File: config.mk
export PLATFORM = sky130hd
export DESIGN_NAME = tss_sequencer
export DESIGN_NICKNAME = d
export VERILOG_FILES = /design/src/hdl/tss_pkg.sv /design/src/hdl/tss_sync.sv /design/src/hdl/tss_sequencer.sv
export SDC_FILE = /design/constraint.sdc
export NUM_CORES = 1
export LEC_CHECK = 0
export ABC_AREA = 1
export ABC_CLOCK_PERIOD_IN_PS = 2240
export BUFFER_PORTS_ARGS = -buffer_cell sky130_fd_sc_hd__buf_2
export CAP_MARGIN = 25
export CORE_MARGIN = 2
export CORE_UTILIZATION = 40
export CTS_BUF_LIST = sky130_fd_sc_hd__clkbuf_16
export DETAILED_ROUTE_END_ITERATION = 10
export HOLD_SLACK_MARGIN = 0.08
export SLEW_MARGIN = 0
export SYNTH_ARGS = -nofsm -noshare
export SYNTH_HDL_FRONTEND = slang
export SYNTH_SLANG_ARGS = --single-unit
export TNS_END_PERCENT = 20
File: constraint.sdc
create_clock -name ref_clk -period 2.24 [get_ports ref_clk]
set_clock_uncertainty 0.05 [all_clocks]
set_input_delay 0.56 -clock ref_clk [delete_from_list [all_inputs] [get_ports ref_clk]]
set_output_delay 0.56 -clock ref_clk [all_outputs]
set_load 0.1 [all_outputs]
File: src/hdl/tss_pkg.sv
package tss_pkg;

    localparam int WORD_BITS  = 16;
    localparam int MASK_BITS  = 32;
    localparam int ADDR_BITS  = 4;
    localparam int DIV_BITS   = 5;
    localparam int SLOT_BITS  = 5;
    localparam int BIT_BITS   = 4;
    localparam int CTRL_WIDTH = 11;
    localparam int SYNC_WIDTH = 3;

    localparam int REF_CLK_PERIOD_NS = 10;

    localparam logic [ADDR_BITS-1:0] OFS_CTRL        = 4'h0;
    localparam logic [ADDR_BITS-1:0] OFS_STATUS      = 4'h1;
    localparam logic [ADDR_BITS-1:0] OFS_XMIT_DATA   = 4'h2;
    localparam logic [ADDR_BITS-1:0] OFS_RCV_DATA    = 4'h3;
    localparam logic [ADDR_BITS-1:0] OFS_SKIP_SLOT   = 4'h4;
    localparam logic [ADDR_BITS-1:0] OFS_XMASK_A     = 4'h5;
    localparam logic [ADDR_BITS-1:0] OFS_XMASK_B     = 4'h6;
    localparam logic [ADDR_BITS-1:0] OFS_RMASK_A     = 4'h7;
    localparam logic [ADDR_BITS-1:0] OFS_RMASK_B     = 4'h8;

    localparam logic [BIT_BITS-1:0]  LAST_BIT        = 4'hF;
    localparam logic [WORD_BITS-1:0] RESET_MASK_HALF = 16'hFFFF;
    localparam logic [MASK_BITS-1:0] RESET_MASK_FULL = 32'hFFFFFFFF;
    localparam logic [WORD_BITS-1:0] RESET_WORD      = 16'h0000;

    // control word, bit 0 is xmit_enable, frame divider in bits 10..6
    typedef struct packed {
        logic [DIV_BITS-1:0] frame_divider_field;
        logic                fs_internal;
        logic                network;
        logic                rcv_irq_enable;
        logic                xmit_irq_enable;
        logic                rcv_enable;
        logic                xmit_enable;
    } tss_ctrl_type;

    // status word, bit 0 is xmit_empty_flag
    typedef struct packed {
        logic rcv_frame_sync;
        logic xmit_frame_sync;
        logic rcv_overrun_flag;
        logic xmit_underrun_flag;
        logic rcv_full_flag;
        logic xmit_empty_flag;
    } tss_flags_type;

    localparam int STATUS_WIDTH = 6;
    localparam tss_flags_type RESET_FLAGS = 6'h01;

    typedef struct packed {
        logic                 wr;
        logic                 rd;
        logic [ADDR_BITS-1:0] addr;
        logic [WORD_BITS-1:0] wdata;
    } tss_reg_req_type;

    typedef struct packed {
        logic serial_out_pin;
        logic serial_out_oe;
        logic fs_out;
        logic fs_oe;
    } tss_pin_out_type;

endpackage : tss_pkg

File: src/hdl/tss_sync.sv
module tss_sync
#(
    parameter int WIDTH = 3
)
(
    input  wire logic             ref_clk,
    input  wire logic             rst_n,
    input  wire logic [WIDTH-1:0] d,
    output logic      [WIDTH-1:0] q
);

    typedef struct packed {
        logic [WIDTH-1:0] stage1;
        logic [WIDTH-1:0] stage2;
    } tss_sync_state_type;

    tss_sync_state_type state;
    tss_sync_state_type next_state;

    // stage1 feeds stage2 only, so a metastable sample never reaches logic
    always_comb
    begin
        next_state        = state;
        next_state.stage1 = d;
        next_state.stage2 = state.stage1;
    end

    always_ff @(posedge ref_clk or negedge rst_n)
    begin
        if (!rst_n)
        begin
            state <= '0;
        end
        else
        begin
            state <= next_state;
        end
    end

    assign q = state.stage2;

endmodule : tss_sync

File: src/hdl/tss_sequencer.sv
module tss_sequencer
(
    input  wire logic                     ref_clk,
    input  wire logic                     rst_n,
    input  wire tss_pkg::tss_reg_req_type req,
    output logic [tss_pkg::WORD_BITS-1:0] rd_data,
    input  wire logic                     sck_in,
    input  wire logic                     fs_in,
    input  wire logic                     rxd_in,
    output tss_pkg::tss_pin_out_type      pins,
    output logic                          xmit_irq,
    output logic                          rcv_irq
);
    import tss_pkg::*;

    typedef struct packed {
        tss_ctrl_type         ctrl;
        tss_flags_type        flags;
        logic [WORD_BITS-1:0] xmit_slot_mask_half_a;
        logic [WORD_BITS-1:0] xmit_slot_mask_half_b;
        logic [WORD_BITS-1:0] rcv_slot_mask_half_a;
        logic [WORD_BITS-1:0] rcv_slot_mask_half_b;
        logic [MASK_BITS-1:0] xmit_mask_shifter;
        logic [MASK_BITS-1:0] rcv_mask_shifter;
        logic [WORD_BITS-1:0] xmit_hold;
        logic [WORD_BITS-1:0] xmit_last;
        logic [WORD_BITS-1:0] xmit_shift;
        logic [WORD_BITS-1:0] rcv_hold;
        logic [WORD_BITS-1:0] rcv_shift;
        logic [WORD_BITS-1:0] rd_data;
        logic [BIT_BITS-1:0]  bit_pos;
        logic [SLOT_BITS-1:0] slot_pos;
        logic                 in_word;
        logic                 sck_prev;
        logic                 fs_hit;
        logic                 fs_out;
        logic                 xmit_drive;
        logic                 xmit_armed;
        logic                 rcv_armed;
        logic                 xmit_dropped;
        logic                 rcv_dropped;
        logic                 skip_pend;
        logic                 underrun_seen;
        logic                 overrun_seen;
        logic                 xmit_first;
        logic                 rcv_first;
    } tss_state_type;

    tss_state_type        state;
    tss_state_type        next_state;
    logic [SYNC_WIDTH-1:0] link_q;
    logic                 sck_rise;
    logic                 sck_fall;
    logic                 on_demand;
    logic                 start_frame;
    logic                 new_word;
    logic                 xmit_active;
    logic                 rcv_active;
    logic [SLOT_BITS-1:0] last_slot;
    logic [WORD_BITS-1:0] rcv_word;

    // data and frame sync share one synchroniser with the clock to keep alignment
    tss_sync #(
        .WIDTH (SYNC_WIDTH)
    ) u_link_sync (
        .ref_clk (ref_clk),
        .rst_n   (rst_n),
        .d       ({sck_in, fs_in, rxd_in}),
        .q       (link_q)
    );

    always_comb
    begin
        next_state  = state;
        next_state.rd_data = RESET_WORD;
        sck_rise    = link_q[2] & ~state.sck_prev;
        sck_fall    = ~link_q[2] & state.sck_prev;
        next_state.sck_prev = link_q[2];
        // on-demand needs our own frame sync; an external one keeps a one-slot frame
        on_demand   = state.ctrl.network && state.ctrl.fs_internal &&
                      (state.ctrl.frame_divider_field == '0);
        last_slot   = state.ctrl.frame_divider_field;
        start_frame = 1'b0;
        new_word    = 1'b0;
        xmit_active = 1'b0;
        rcv_active  = 1'b0;
        rcv_word    = {state.rcv_shift[WORD_BITS-2:0], link_q[0]};

        if (req.wr)
        begin
            if (req.addr == OFS_CTRL)
            begin
                next_state.ctrl = tss_ctrl_type'(req.wdata[CTRL_WIDTH-1:0]);
            end
            else if (req.addr == OFS_XMIT_DATA || req.addr == OFS_SKIP_SLOT)
            begin
                if (req.addr == OFS_XMIT_DATA)
                begin
                    next_state.xmit_hold = req.wdata;
                end
                next_state.skip_pend = (req.addr == OFS_SKIP_SLOT);
                next_state.flags.xmit_empty_flag = 1'b0;
                if (state.underrun_seen)
                begin
                    next_state.flags.xmit_underrun_flag = 1'b0;
                    next_state.underrun_seen = 1'b0;
                end
            end
            else if (req.addr == OFS_XMASK_A)
            begin
                next_state.xmit_slot_mask_half_a = req.wdata;
            end
            else if (req.addr == OFS_XMASK_B)
            begin
                next_state.xmit_slot_mask_half_b = req.wdata;
            end
            else if (req.addr == OFS_RMASK_A)
            begin
                next_state.rcv_slot_mask_half_a = req.wdata;
            end
            else if (req.addr == OFS_RMASK_B)
            begin
                next_state.rcv_slot_mask_half_b = req.wdata;
            end
        end

        if (req.rd)
        begin
            if (req.addr == OFS_CTRL)
            begin
                next_state.rd_data = {5'h00, state.ctrl};
            end
            else if (req.addr == OFS_STATUS)
            begin
                next_state.rd_data = {10'h000, state.flags};
                next_state.underrun_seen = state.flags.xmit_underrun_flag;
                next_state.overrun_seen  = state.flags.rcv_overrun_flag;
            end
            else if (req.addr == OFS_RCV_DATA)
            begin
                next_state.rd_data = state.rcv_hold;
                next_state.flags.rcv_full_flag = 1'b0;
                if (state.overrun_seen)
                begin
                    next_state.flags.rcv_overrun_flag = 1'b0;
                    next_state.overrun_seen = 1'b0;
                end
            end
            else if (req.addr == OFS_XMASK_A)
            begin
                next_state.rd_data = state.xmit_slot_mask_half_a;
            end
            else if (req.addr == OFS_XMASK_B)
            begin
                next_state.rd_data = state.xmit_slot_mask_half_b;
            end
            else if (req.addr == OFS_RMASK_A)
            begin
                next_state.rd_data = state.rcv_slot_mask_half_a;
            end
            else if (req.addr == OFS_RMASK_B)
            begin
                next_state.rd_data = state.rcv_slot_mask_half_b;
            end
        end

        // a low enable at any moment is remembered until the next frame sync
        if (!next_state.ctrl.xmit_enable)
        begin
            next_state.xmit_dropped = 1'b1;
        end
        if (!next_state.ctrl.rcv_enable)
        begin
            next_state.rcv_dropped = 1'b1;
        end

        if (sck_rise)
        begin
            next_state.fs_hit = link_q[1];
            if (state.in_word)
            begin
                next_state.rcv_shift = rcv_word;
                if (state.bit_pos == LAST_BIT)
                begin
                    rcv_active = state.ctrl.network ? state.rcv_mask_shifter[0]
                                                    : (state.slot_pos == '0);
                    if (state.rcv_armed && rcv_active)
                    begin
                        if (next_state.flags.rcv_full_flag)
                        begin
                            next_state.flags.rcv_overrun_flag = 1'b1;
                        end
                        else
                        begin
                            next_state.rcv_hold = rcv_word;
                            next_state.flags.rcv_full_flag = 1'b1;
                            next_state.flags.rcv_frame_sync = state.rcv_first;
                        end
                        next_state.rcv_first = 1'b0;
                    end
                    if (state.slot_pos == last_slot)
                    begin
                        next_state.rcv_mask_shifter = {next_state.rcv_slot_mask_half_b,
                                                       next_state.rcv_slot_mask_half_a};
                        next_state.xmit_mask_shifter = {next_state.xmit_slot_mask_half_b,
                                                        next_state.xmit_slot_mask_half_a};
                    end
                    else
                    begin
                        next_state.rcv_mask_shifter  = state.rcv_mask_shifter >> 1;
                        next_state.xmit_mask_shifter = state.xmit_mask_shifter >> 1;
                    end
                end
            end
        end

        if (sck_fall)
        begin
            next_state.fs_out = 1'b0;
            // the frame counter ignores the enables except in on-demand mode, where a frame starts only with xmit_enable set
            if (!state.ctrl.fs_internal)
            begin
                start_frame = state.fs_hit;
            end
            else if (on_demand)
            begin
                start_frame = (!state.in_word || state.bit_pos == LAST_BIT) &&
                              !next_state.flags.xmit_empty_flag &&
                              next_state.ctrl.xmit_enable;
            end
            else
            begin
                start_frame = !state.in_word ||
                              (state.bit_pos == LAST_BIT && state.slot_pos == last_slot);
            end

            if (start_frame)
            begin
                next_state.in_word  = 1'b1;
                next_state.bit_pos  = '0;
                next_state.slot_pos = '0;
                next_state.fs_out   = state.ctrl.fs_internal;
                new_word            = 1'b1;
            end
            else if (state.in_word)
            begin
                if (state.bit_pos == LAST_BIT)
                begin
                    if (state.slot_pos == last_slot)
                    begin
                        next_state.in_word    = 1'b0;
                        next_state.xmit_drive = 1'b0;
                    end
                    else
                    begin
                        next_state.bit_pos  = '0;
                        next_state.slot_pos = state.slot_pos + 5'h01;
                        new_word            = 1'b1;
                    end
                end
                else
                begin
                    next_state.bit_pos    = state.bit_pos + 4'h1;
                    next_state.xmit_shift = {state.xmit_shift[WORD_BITS-2:0], 1'b0};
                end
            end

            if (new_word)
            begin
                if (start_frame)
                begin
                    next_state.xmit_armed   = next_state.ctrl.xmit_enable;
                    next_state.rcv_armed    = next_state.ctrl.rcv_enable;
                    next_state.xmit_dropped = !next_state.ctrl.xmit_enable;
                    next_state.rcv_dropped  = !next_state.ctrl.rcv_enable;
                    next_state.xmit_first   = 1'b1;
                    next_state.rcv_first    = 1'b1;
                end
                else
                begin
                    if (next_state.xmit_dropped)
                    begin
                        next_state.xmit_armed = 1'b0;
                    end
                    if (next_state.rcv_dropped)
                    begin
                        next_state.rcv_armed = 1'b0;
                    end
                end
                xmit_active = state.ctrl.network ? state.xmit_mask_shifter[0]
                                                 : (next_state.slot_pos == '0);
                next_state.xmit_drive = 1'b0;
                if (next_state.xmit_armed && xmit_active)
                begin
                    if (!next_state.flags.xmit_empty_flag)
                    begin
                        next_state.xmit_shift = next_state.xmit_hold;
                        next_state.xmit_last  = next_state.xmit_hold;
                        next_state.flags.xmit_empty_flag = 1'b1;
                        next_state.xmit_drive = !next_state.skip_pend;
                        next_state.skip_pend  = 1'b0;
                    end
                    else
                    begin
                        // on-demand never gets here: it only starts on written data
                        next_state.flags.xmit_underrun_flag = 1'b1;
                        next_state.xmit_shift = state.xmit_last;
                        next_state.xmit_drive = 1'b1;
                    end
                    next_state.flags.xmit_frame_sync = state.xmit_first;
                    next_state.xmit_first = 1'b0;
                end
                else if (next_state.xmit_armed && !next_state.flags.xmit_empty_flag)
                begin
                    next_state.xmit_shift = next_state.xmit_hold;
                    next_state.xmit_last  = next_state.xmit_hold;
                    next_state.flags.xmit_empty_flag = 1'b1;
                    next_state.skip_pend  = 1'b0;
                end
            end
        end
    end

    always_ff @(posedge ref_clk or negedge rst_n)
    begin
        if (!rst_n)
        begin
            state <= '0;
            state.flags <= RESET_FLAGS;
            state.xmit_slot_mask_half_a <= RESET_MASK_HALF;
            state.xmit_slot_mask_half_b <= RESET_MASK_HALF;
            state.rcv_slot_mask_half_a  <= RESET_MASK_HALF;
            state.rcv_slot_mask_half_b  <= RESET_MASK_HALF;
            state.xmit_mask_shifter     <= RESET_MASK_FULL;
            state.rcv_mask_shifter      <= RESET_MASK_FULL;
            state.xmit_dropped          <= 1'b1;
            state.rcv_dropped           <= 1'b1;
        end
        else
        begin
            state <= next_state;
        end
    end

    assign rd_data             = state.rd_data;
    assign pins.serial_out_pin = state.xmit_shift[WORD_BITS-1];
    assign pins.serial_out_oe  = state.xmit_drive;
    assign pins.fs_out         = state.fs_out;
    assign pins.fs_oe          = state.ctrl.fs_internal;
    assign xmit_irq            = state.flags.xmit_empty_flag && state.ctrl.xmit_irq_enable &&
                                 state.xmit_armed;
    assign rcv_irq             = state.flags.rcv_full_flag && state.ctrl.rcv_irq_enable;

endmodule : tss_sequencer

==> results of run 1 <==
cells in the final DEF (no fill, tap or decap), types with 14 or more instances in the layout:
cell       instances
a21oi_1           30
dfrtp_1          137
nand3_1           43
mux2i_1           19
buf_12            15
clkbuf_16         30
inv_2             14
o21ai_0          118
dfstp_2          131
o221ai_1          17
nand4_1           15
nand2_1          428
a31oi_1           66
nand2_2           28
nor2_1            98
inv_1            165
buf_4            155
buf_2             46
path summary, 6_finish.rpt:
| check | startpoint | end | slack, ns |
|---|---|---|---|
| min in group asynchronous | rst_n | pins[3]$_DFFE_PN0P_ | 0.47 |
| worst min-delay path | req[8] | state[223]$_DFF_PN1_ | 0.24 |
| worst min register to register | u_link_sync.next_state[0]$_DFF_PN0_ | u_link_sync.q[0]$_DFF_PN0_ | 0.30 |
| worst max-delay path | last_slot[0]$_DFFE_PN0P_ | state[89]$_DFFE_PN0P_ | -0.13 |
| max in group asynchronous | rst_n | state[243]$_DFF_PN1_ | 0.97 |
| worst max register to register | last_slot[0]$_DFFE_PN0P_ | state[89]$_DFFE_PN0P_ | -0.13 |
sequential cells by signal (all words and copies together), names as in the netlist:
register	count
rd_data	16
u_link_sync.q	3
rcv_word	15
last_slot	5
pins	4
u_link_sync.next_state	3
state	223
report_power, final:
part / switching (mW) / leakage (nW) / internal, mW
Combinational: 2.58 / 4.42 / 1.59
Clock: 2.09 / 0.507 / 3.02
Sequential: 0.452 / 3.16 / 5.85
metal layers:
| metal | track usage (%) | share of wire [%] | routed length [µm] |
|---|---|---|---|
| met1 | 31.0 | 46 | 16600 |
| met2 | 36.5 | 48 | 17400 |
| met3 | 2.55 | 3.9 | 1400 |
| met4 | 4.58 | 2.1 | 748 |
| met5 | 0 | 0.036 | 13 |
cell families after synthesis:
logic type	Yosys count
buffers and inverters	267
and+or+nand+nor	670
muxes	24
xor gates and xnor gates	2
adders and majority gates	3
AOI/OAI and AO/OA	275
DFF	269
critical path, delay by kind of cell (launching register included):
kind / cells / cell delay [ns]
AOI/OAI and AO/OA: 2 / 0.22
buffers and inverters: 5 / 0.49
DFF: 1 / 0.41
and+or+nand+nor: 11 / 1.11
layout make-up:
| cell class | instances | area, µm² |
|---|---|---|
| fill | 2977 | 15400 |
| tap | 402 | 503 |
| multi-input combinational | 975 | 5050 |
| sequential | 269 | 6900 |
| clock inverter | 26 | 274 |
| inverter | 181 | 684 |
| timing repair buffer | 234 | 1890 |
| clock buffer | 30 | 751 |
repair_timing:
| action | CTS | global route |
|---|---|---|
| hold buffers | 4 | 0 |
| endpoints found under the setup margin | 43 | 131 |
| gates cloned | 2 | 1 |
| hold endpoints to repair | 17 | 0 |
| pin swaps | 23 | 37 |
| buffers inserted | 9 | 9 |
| resized for setup | 35 | 52 |
==> impl_metrics.py, run 1 <==
metrics = {
    "synthesis": {
        "synth_enable_flop_cells": 0,
        "post_synth_and_or_nand_nor_area_fraction_pct": 22.3,
        "synth_largest_type_area_fraction_pct": 27.1,
        "yosys.cell_types.count": 48,
        "synth_area_leader_cell": "dfrtp_1",
        "asyncSetResetFlopFracSynth_pct": 100,
        "ys_dominant_reg_cell": "dfrtp_1",
        "synthesis.area_per_instance_um2": 8.44,
        "synth_area_mm2": 0.0127,
        "synth.yosys.seq_area_share_pct": 54.1,
        "yosys_warnings": 0,
        "synthTopCellsByArea": "dfrtp_1, dfstp_2, nand2_1",
        "top_cell_types_by_occurrence_after_synthesis": "nand2_1, inv_1, dfrtp_1",
        "yosys.cell_count.top_type": "nand2_1",
        "net_count_synth": 1540,
        "synth_compound_gate_area_share_pct": 12.6,
        "synth_top_family_by_area": "simple AND/OR/NAND/NOR gates",
        "post_synth_mux_area_share_pct": 1.93,
        "synth_xor_xnor_area_share_pct": 0.137,
        "yosys_register_bits": 269,
        "synth-adder-area-share_pct": 0.295,
        "netlist_instances": 1510,
    },
    "grt": {
        "gr-total-overflow": 0,
        "largest_net_degree_at_the_start_of_global_routing": 128,
        "antenna_violations_before_repair": 1,
        "number_of_global_route_vias_before_repair": 10560,
        "globalRouteTotalUtil_pct": 21.9,
        "grt_pass1_wl_um": 58000,
    },
    "hold_path": {
        "worstHoldPathType": "input port to flop",
        "holdPathStages": 3,
    },
    "finish": {
        "post_layout_nonfiller_instances": 2117,
        "final_layout_size_suffix_gt1_share_pct": 30.7,
        "num-nets-final": 1721,
        "area_growth_syn_to_fin_pct": 26.0,
        "post-route-util_pct": 51.0,
        "antenna_cells": 0,
        "stdcell_area_mm2": 0.0161,
    },
    "sta": {
        "maxClockFrequency_mhz": 422,
        "post-route-period-util_pct": 106,
        "whs_ns": 0.238,
        "rsz_0062_raised_after_global_routing": "yes",
        "worstMarginPinSlew_ns": 0.559,
        "final_max_slew_viol_count": 0,
        "timing.max_slew.rel_slack_pct": 62.8,
        "hold_violations": 0,
        "setup_total_negative_slack_ns": -2.51,
        "setup_viol": 34,
        "post-route-min-period_ns": 2.37,
        "final_critical_path_setup_slack_ns": -0.131,
    },
    "route": {
        "detail_route.iter0.violations": 817,
        "via_per_inst": 5.06,
        "routed-via-count": 10711,
        "avgRoutedWirePerCell_um": 17.1,
        "number_of_drc_violations_after_detailed_routing": 0,
        "detail_route.first_pass.iterations": 6,
        "drt.antenna.violating_nets": 0,
        "route.final.wire_length_um": 36200,
    },
    "clocking": {
        "clock_root_buffer": "clkbuf_16",
        "tritoncts": "yes",
        "worst_skew_pair.late_latency_ns": 0.57,
        "cts-root-to-sink-buffers": 3,
        "clkSinkCount": 269,
        "cts_inserted_buffers": 30,
        "clock_tree.htree_level_count": 1,
        "worst_setup_hold_path_clk_slew_ns": 0.06,
    },
    "floorplanning": {
        "io_pins": 49,
        "initial_core_util_pct": 40.5,
        "core_area_mm2": 0.0315,
        "die_x_um": 182,
        "placementRows": 65,
        "dieArea_mm2": 0.0333,
        "die_h_um": 182,
    },
    "setup_path": {
        "worstSetupStartpointType": "flop",
        "cpPeakStageDelay_ns": 0.41,
        "worst_ep_required_time_ns": 2.66,
        "number_of_cell_instances_on_the_worst_register_to_register_path": 18,
        "critical_path.cell_chain": "nand2_1, inv_1, nor2_1, nor2_2, nand3_2, buf_6, buf_4, nand4_1, nand2_1, inv_2, a21oi_4, nand4_4, nand3_4, nand2_4, nor2_8, buf_6, nand2_2, o21ai_2",
        "cp_slowest_cell": "dfrtp_1",
        "criticalPathCategory": "flop to flop",
        "critical_path_arrival_ns": 2.79,
        "worstPathMaxFanout": 6,
        "cp-end-kind": "flop",
    },
    "place": {
        "detailedPlacementHpwl_um": 25100,
        "preCtsSetupSlack_ns": -0.297,
        "post-place-cells": 2038,
        "place_congestion": 0.931,
        "port_buffers": 48,
        "placement.cell_area_mm2": 0.0145,
    },
    "pwr": {
        "pleak_nw": 8.08,
        "ir_drop_mv": 0.615,
        "total_power_mw": 15.6,
        "power-per-cell-area_mw_per_mm2": 971,
    },
    "flow_run": {
        "max_cap_viol_count": 0,
    },
    "status": {
        "failing_checks": "setup timing",
        "status": "finished with violations",
    },
}
No activity file was read; power rests on OpenSTA's default activity.
==> run 2: changes to the inputs <==
Settings changed: MAX_ROUTING_LAYER from default to met4.
==> impl_metrics.py, run 2 (same netlist as run 1, synthesis figures left out) <==
metrics = {
    "status": {
        "status": "finished with violations",
        "failing_checks": "setup timing",
    },
    "grt": {
        "grt_pass1_wl_um": 56800,
        "gr-total-overflow": 0,
        "globalRouteTotalUtil_pct": 22.2,
        "largest_net_degree_at_the_start_of_global_routing": 128,
        "antenna_violations_before_repair": 1,
        "number_of_global_route_vias_before_repair": 10424,
    },
    "sta": {
        "setup_viol": 27,
        "final_max_slew_viol_count": 0,
        "timing.max_slew.rel_slack_pct": 62.8,
        "worstMarginPinSlew_ns": 0.551,
        "whs_ns": 0.259,
        "hold_violations": 0,
        "post-route-period-util_pct": 103,
        "maxClockFrequency_mhz": 432,
        "final_critical_path_setup_slack_ns": -0.0755,
        "rsz_0062_raised_after_global_routing": "yes",
        "post-route-min-period_ns": 2.32,
    },
    "route": {
        "routed-via-count": 10625,
        "avgRoutedWirePerCell_um": 17.0,
        "number_of_drc_violations_after_detailed_routing": 0,
        "detail_route.iter0.violations": 898,
        "detail_route.first_pass.iterations": 5,
        "route.final.wire_length_um": 35700,
        "drt.antenna.violating_nets": 0,
        "via_per_inst": 5.05,
    },
    "clocking": {
        "clock_tree.htree_level_count": 1,
        "cts_inserted_buffers": 29,
        "worst_skew_pair.late_latency_ns": 0.57,
        "cts-root-to-sink-buffers": 3,
        "worst_setup_hold_path_clk_slew_ns": 0.07,
        "clkSinkCount": 269,
        "clock_root_buffer": "clkbuf_16",
        "tritoncts": "yes",
    },
    "hold_path": {
        "worstHoldPathType": "input port to flop",
        "hold_path.startpoint": "req[8]",
    },
    "floorplanning": {
        "die_x_um": 182,
        "io_pins": 49,
        "initial_core_util_pct": 40.5,
        "die_h_um": 182,
        "dieArea_mm2": 0.0333,
        "placementRows": 65,
        "core_area_mm2": 0.0315,
    },
    "pwr": {
        "ir_drop_mv": 0.764,
        "pleak_nw": 8.00,
        "power-per-cell-area_mw_per_mm2": 963,
    },
    "setup_path": {
        "cpPeakStageDelay_ns": 0.39,
        "worstPathMaxFanout": 7,
        "critical_path_arrival_ns": 2.74,
        "critical_path.startpoint": "state[19]$_DFFE_PN0P_",
        "cp_slowest_cell": "dfrtp_1",
        "r2r-start": "state[19]$_DFFE_PN0P_",
        "critical_path.most_common_cell": "nand2_1",
        "criticalPathCategory": "flop to flop",
        "cp-end-kind": "flop",
        "critical_path.top_delay_family": "simple AND/OR/NAND/NOR gates",
        "worstSetupStartpointType": "flop",
        "worst_ep_required_time_ns": 2.67,
        "critical_path.cell_chain": "ha_4, nand3_4, buf_6, nor2_4, nand3b_1, nand2_1, nand2_2, o21ai_2, nand4_4, nand2_4, buf_6, nand3_1, nand2_1, nand2_1, a21oi_2",
        "path_buf_inv": 2,
    },
    "finish": {
        "registers.top_by_ff_count": "state",
        "final_layout_size_suffix_gt1_share_pct": 29.6,
        "final_common_cell": "nand2_1",
        "stdcell_area_mm2": 0.0159,
        "num-nets-final": 1708,
        "layout.cells.most_common_list": "nand2_1, inv_1, buf_4, dfrtp_1, dfstp_2",
        "area_growth_syn_to_fin_pct": 25.0,
        "nFillCells": 2924,
        "number_of_flip_flops_in_the_largest_register": 223,
    },
    "flow_run": {
        "max_cap_viol_count": 0,
    },
    "place": {
        "detailedPlacementHpwl_um": 24800,
        "port_buffers": 48,
        "placement.cell_area_mm2": 0.0145,
        "place_congestion": 0.915,
    },
}
run 2: area by class of cell:
| cell class | instances | area (µm²) | share of cell area, % |
|---|---|---|---|
| sequential | 269 | 6900 | 43.3 |
| multi-input combinational | 974 | 5070 | 31.9 |
| timing repair buffer | 223 | 1810 | 11.4 |
| clock buffer | 29 | 726 | 4.56 |
| inverter | 181 | 686 | 4.30 |
| tap | 402 | 503 | 3.16 |
| clock inverter | 25 | 229 | 1.44 |
| antenna | 1 | 2.50 | 0.0157 |
run 2: stage by stage:
step | TNS, ns | power [mW] | worst slack (ns) | util [%] | instances
6_report | -0.810 | 15.3 | -0.0755 | 50.6 | 2104
2_1_floorplan | -0.177 | 8.65 | -0.0231 | - | 1510
5_1_grt | -7.88 | 16.2 | -0.214 | 50.6 | 2104
4_1_cts | -2.56 | 15.2 | -0.116 | 50.0 | 2098
3_5_place_dp | -24.96 | 10.1 | -0.328 | 46.1 | 2033
3_3_place_gp | -22.20 | 10.1 | -0.284 | 46.1 | 2033
run 2: worst paths after layout:
check | end | slack [ns] | cells after the start
setup / recovery | state[72]$_DFFE_PN0P_ | -0.08 | 15
hold / removal | state[223]$_DFF_PN1_ | 0.26 | 3
setup reg to reg | state[72]$_DFFE_PN0P_ | -0.08 | 15
hold reg to reg | u_link_sync.q[0]$_DFF_PN0_ | 0.30 | 0
max in group asynchronous | state[228]$_DFF_PN1_ | 1.03 | 3
min in group asynchronous | state[85]$_DFFE_PN0P_ | 0.41 | 2
run 2: routing by layer:
metal / share of wire (%) / wire length [µm] / GRT usage [%] / up-vias
li1: - / - / - / 5220
met1: 47 / 16600 / 30.1 / 5126
met2: 47 / 16600 / 34.9 / 227
met3: 4.5 / 1600 / 3.71 / 52
met4: 2.4 / 856 / 5.74 / 0
met5: 0 / 0 / - / -
run 2: power breakdown:
part | switching, mW | leakage, nW | internal [mW] | total [mW]
clock | 2.02 | 0.496 | 2.82 | 4.83
sequential | 0.465 | 3.16 | 5.85 | 6.32
combinational | 2.60 | 4.35 | 1.59 | 4.20
run 2: timing repair:
action | in CTS | in global routing
gates resized for setup | 46 | 48
pin swaps | 21 | 31
endpoints found under the setup margin | 47 | 96
hold buffers | 4 | 0
setup buffers | 7 | 5
cloned | 0 | 1
hold endpoints to repair | 26 | 0
run 2: worst reg2reg max path, cell delays in order (launching register included):
cell and delay [ns]:
dfrtp_1 0.39, ha_4 0.17, nand3_4 0.07, buf_6 0.13
nor2_4 0.19, nand3b_1 0.11, nand2_1 0.09, nand2_2 0.07
o21ai_2 0.16, nand4_4 0.17, nand2_4 0.16, buf_6 0.12
nand3_1 0.06, nand2_1 0.10, nand2_1 0.08, a21oi_2 0.13
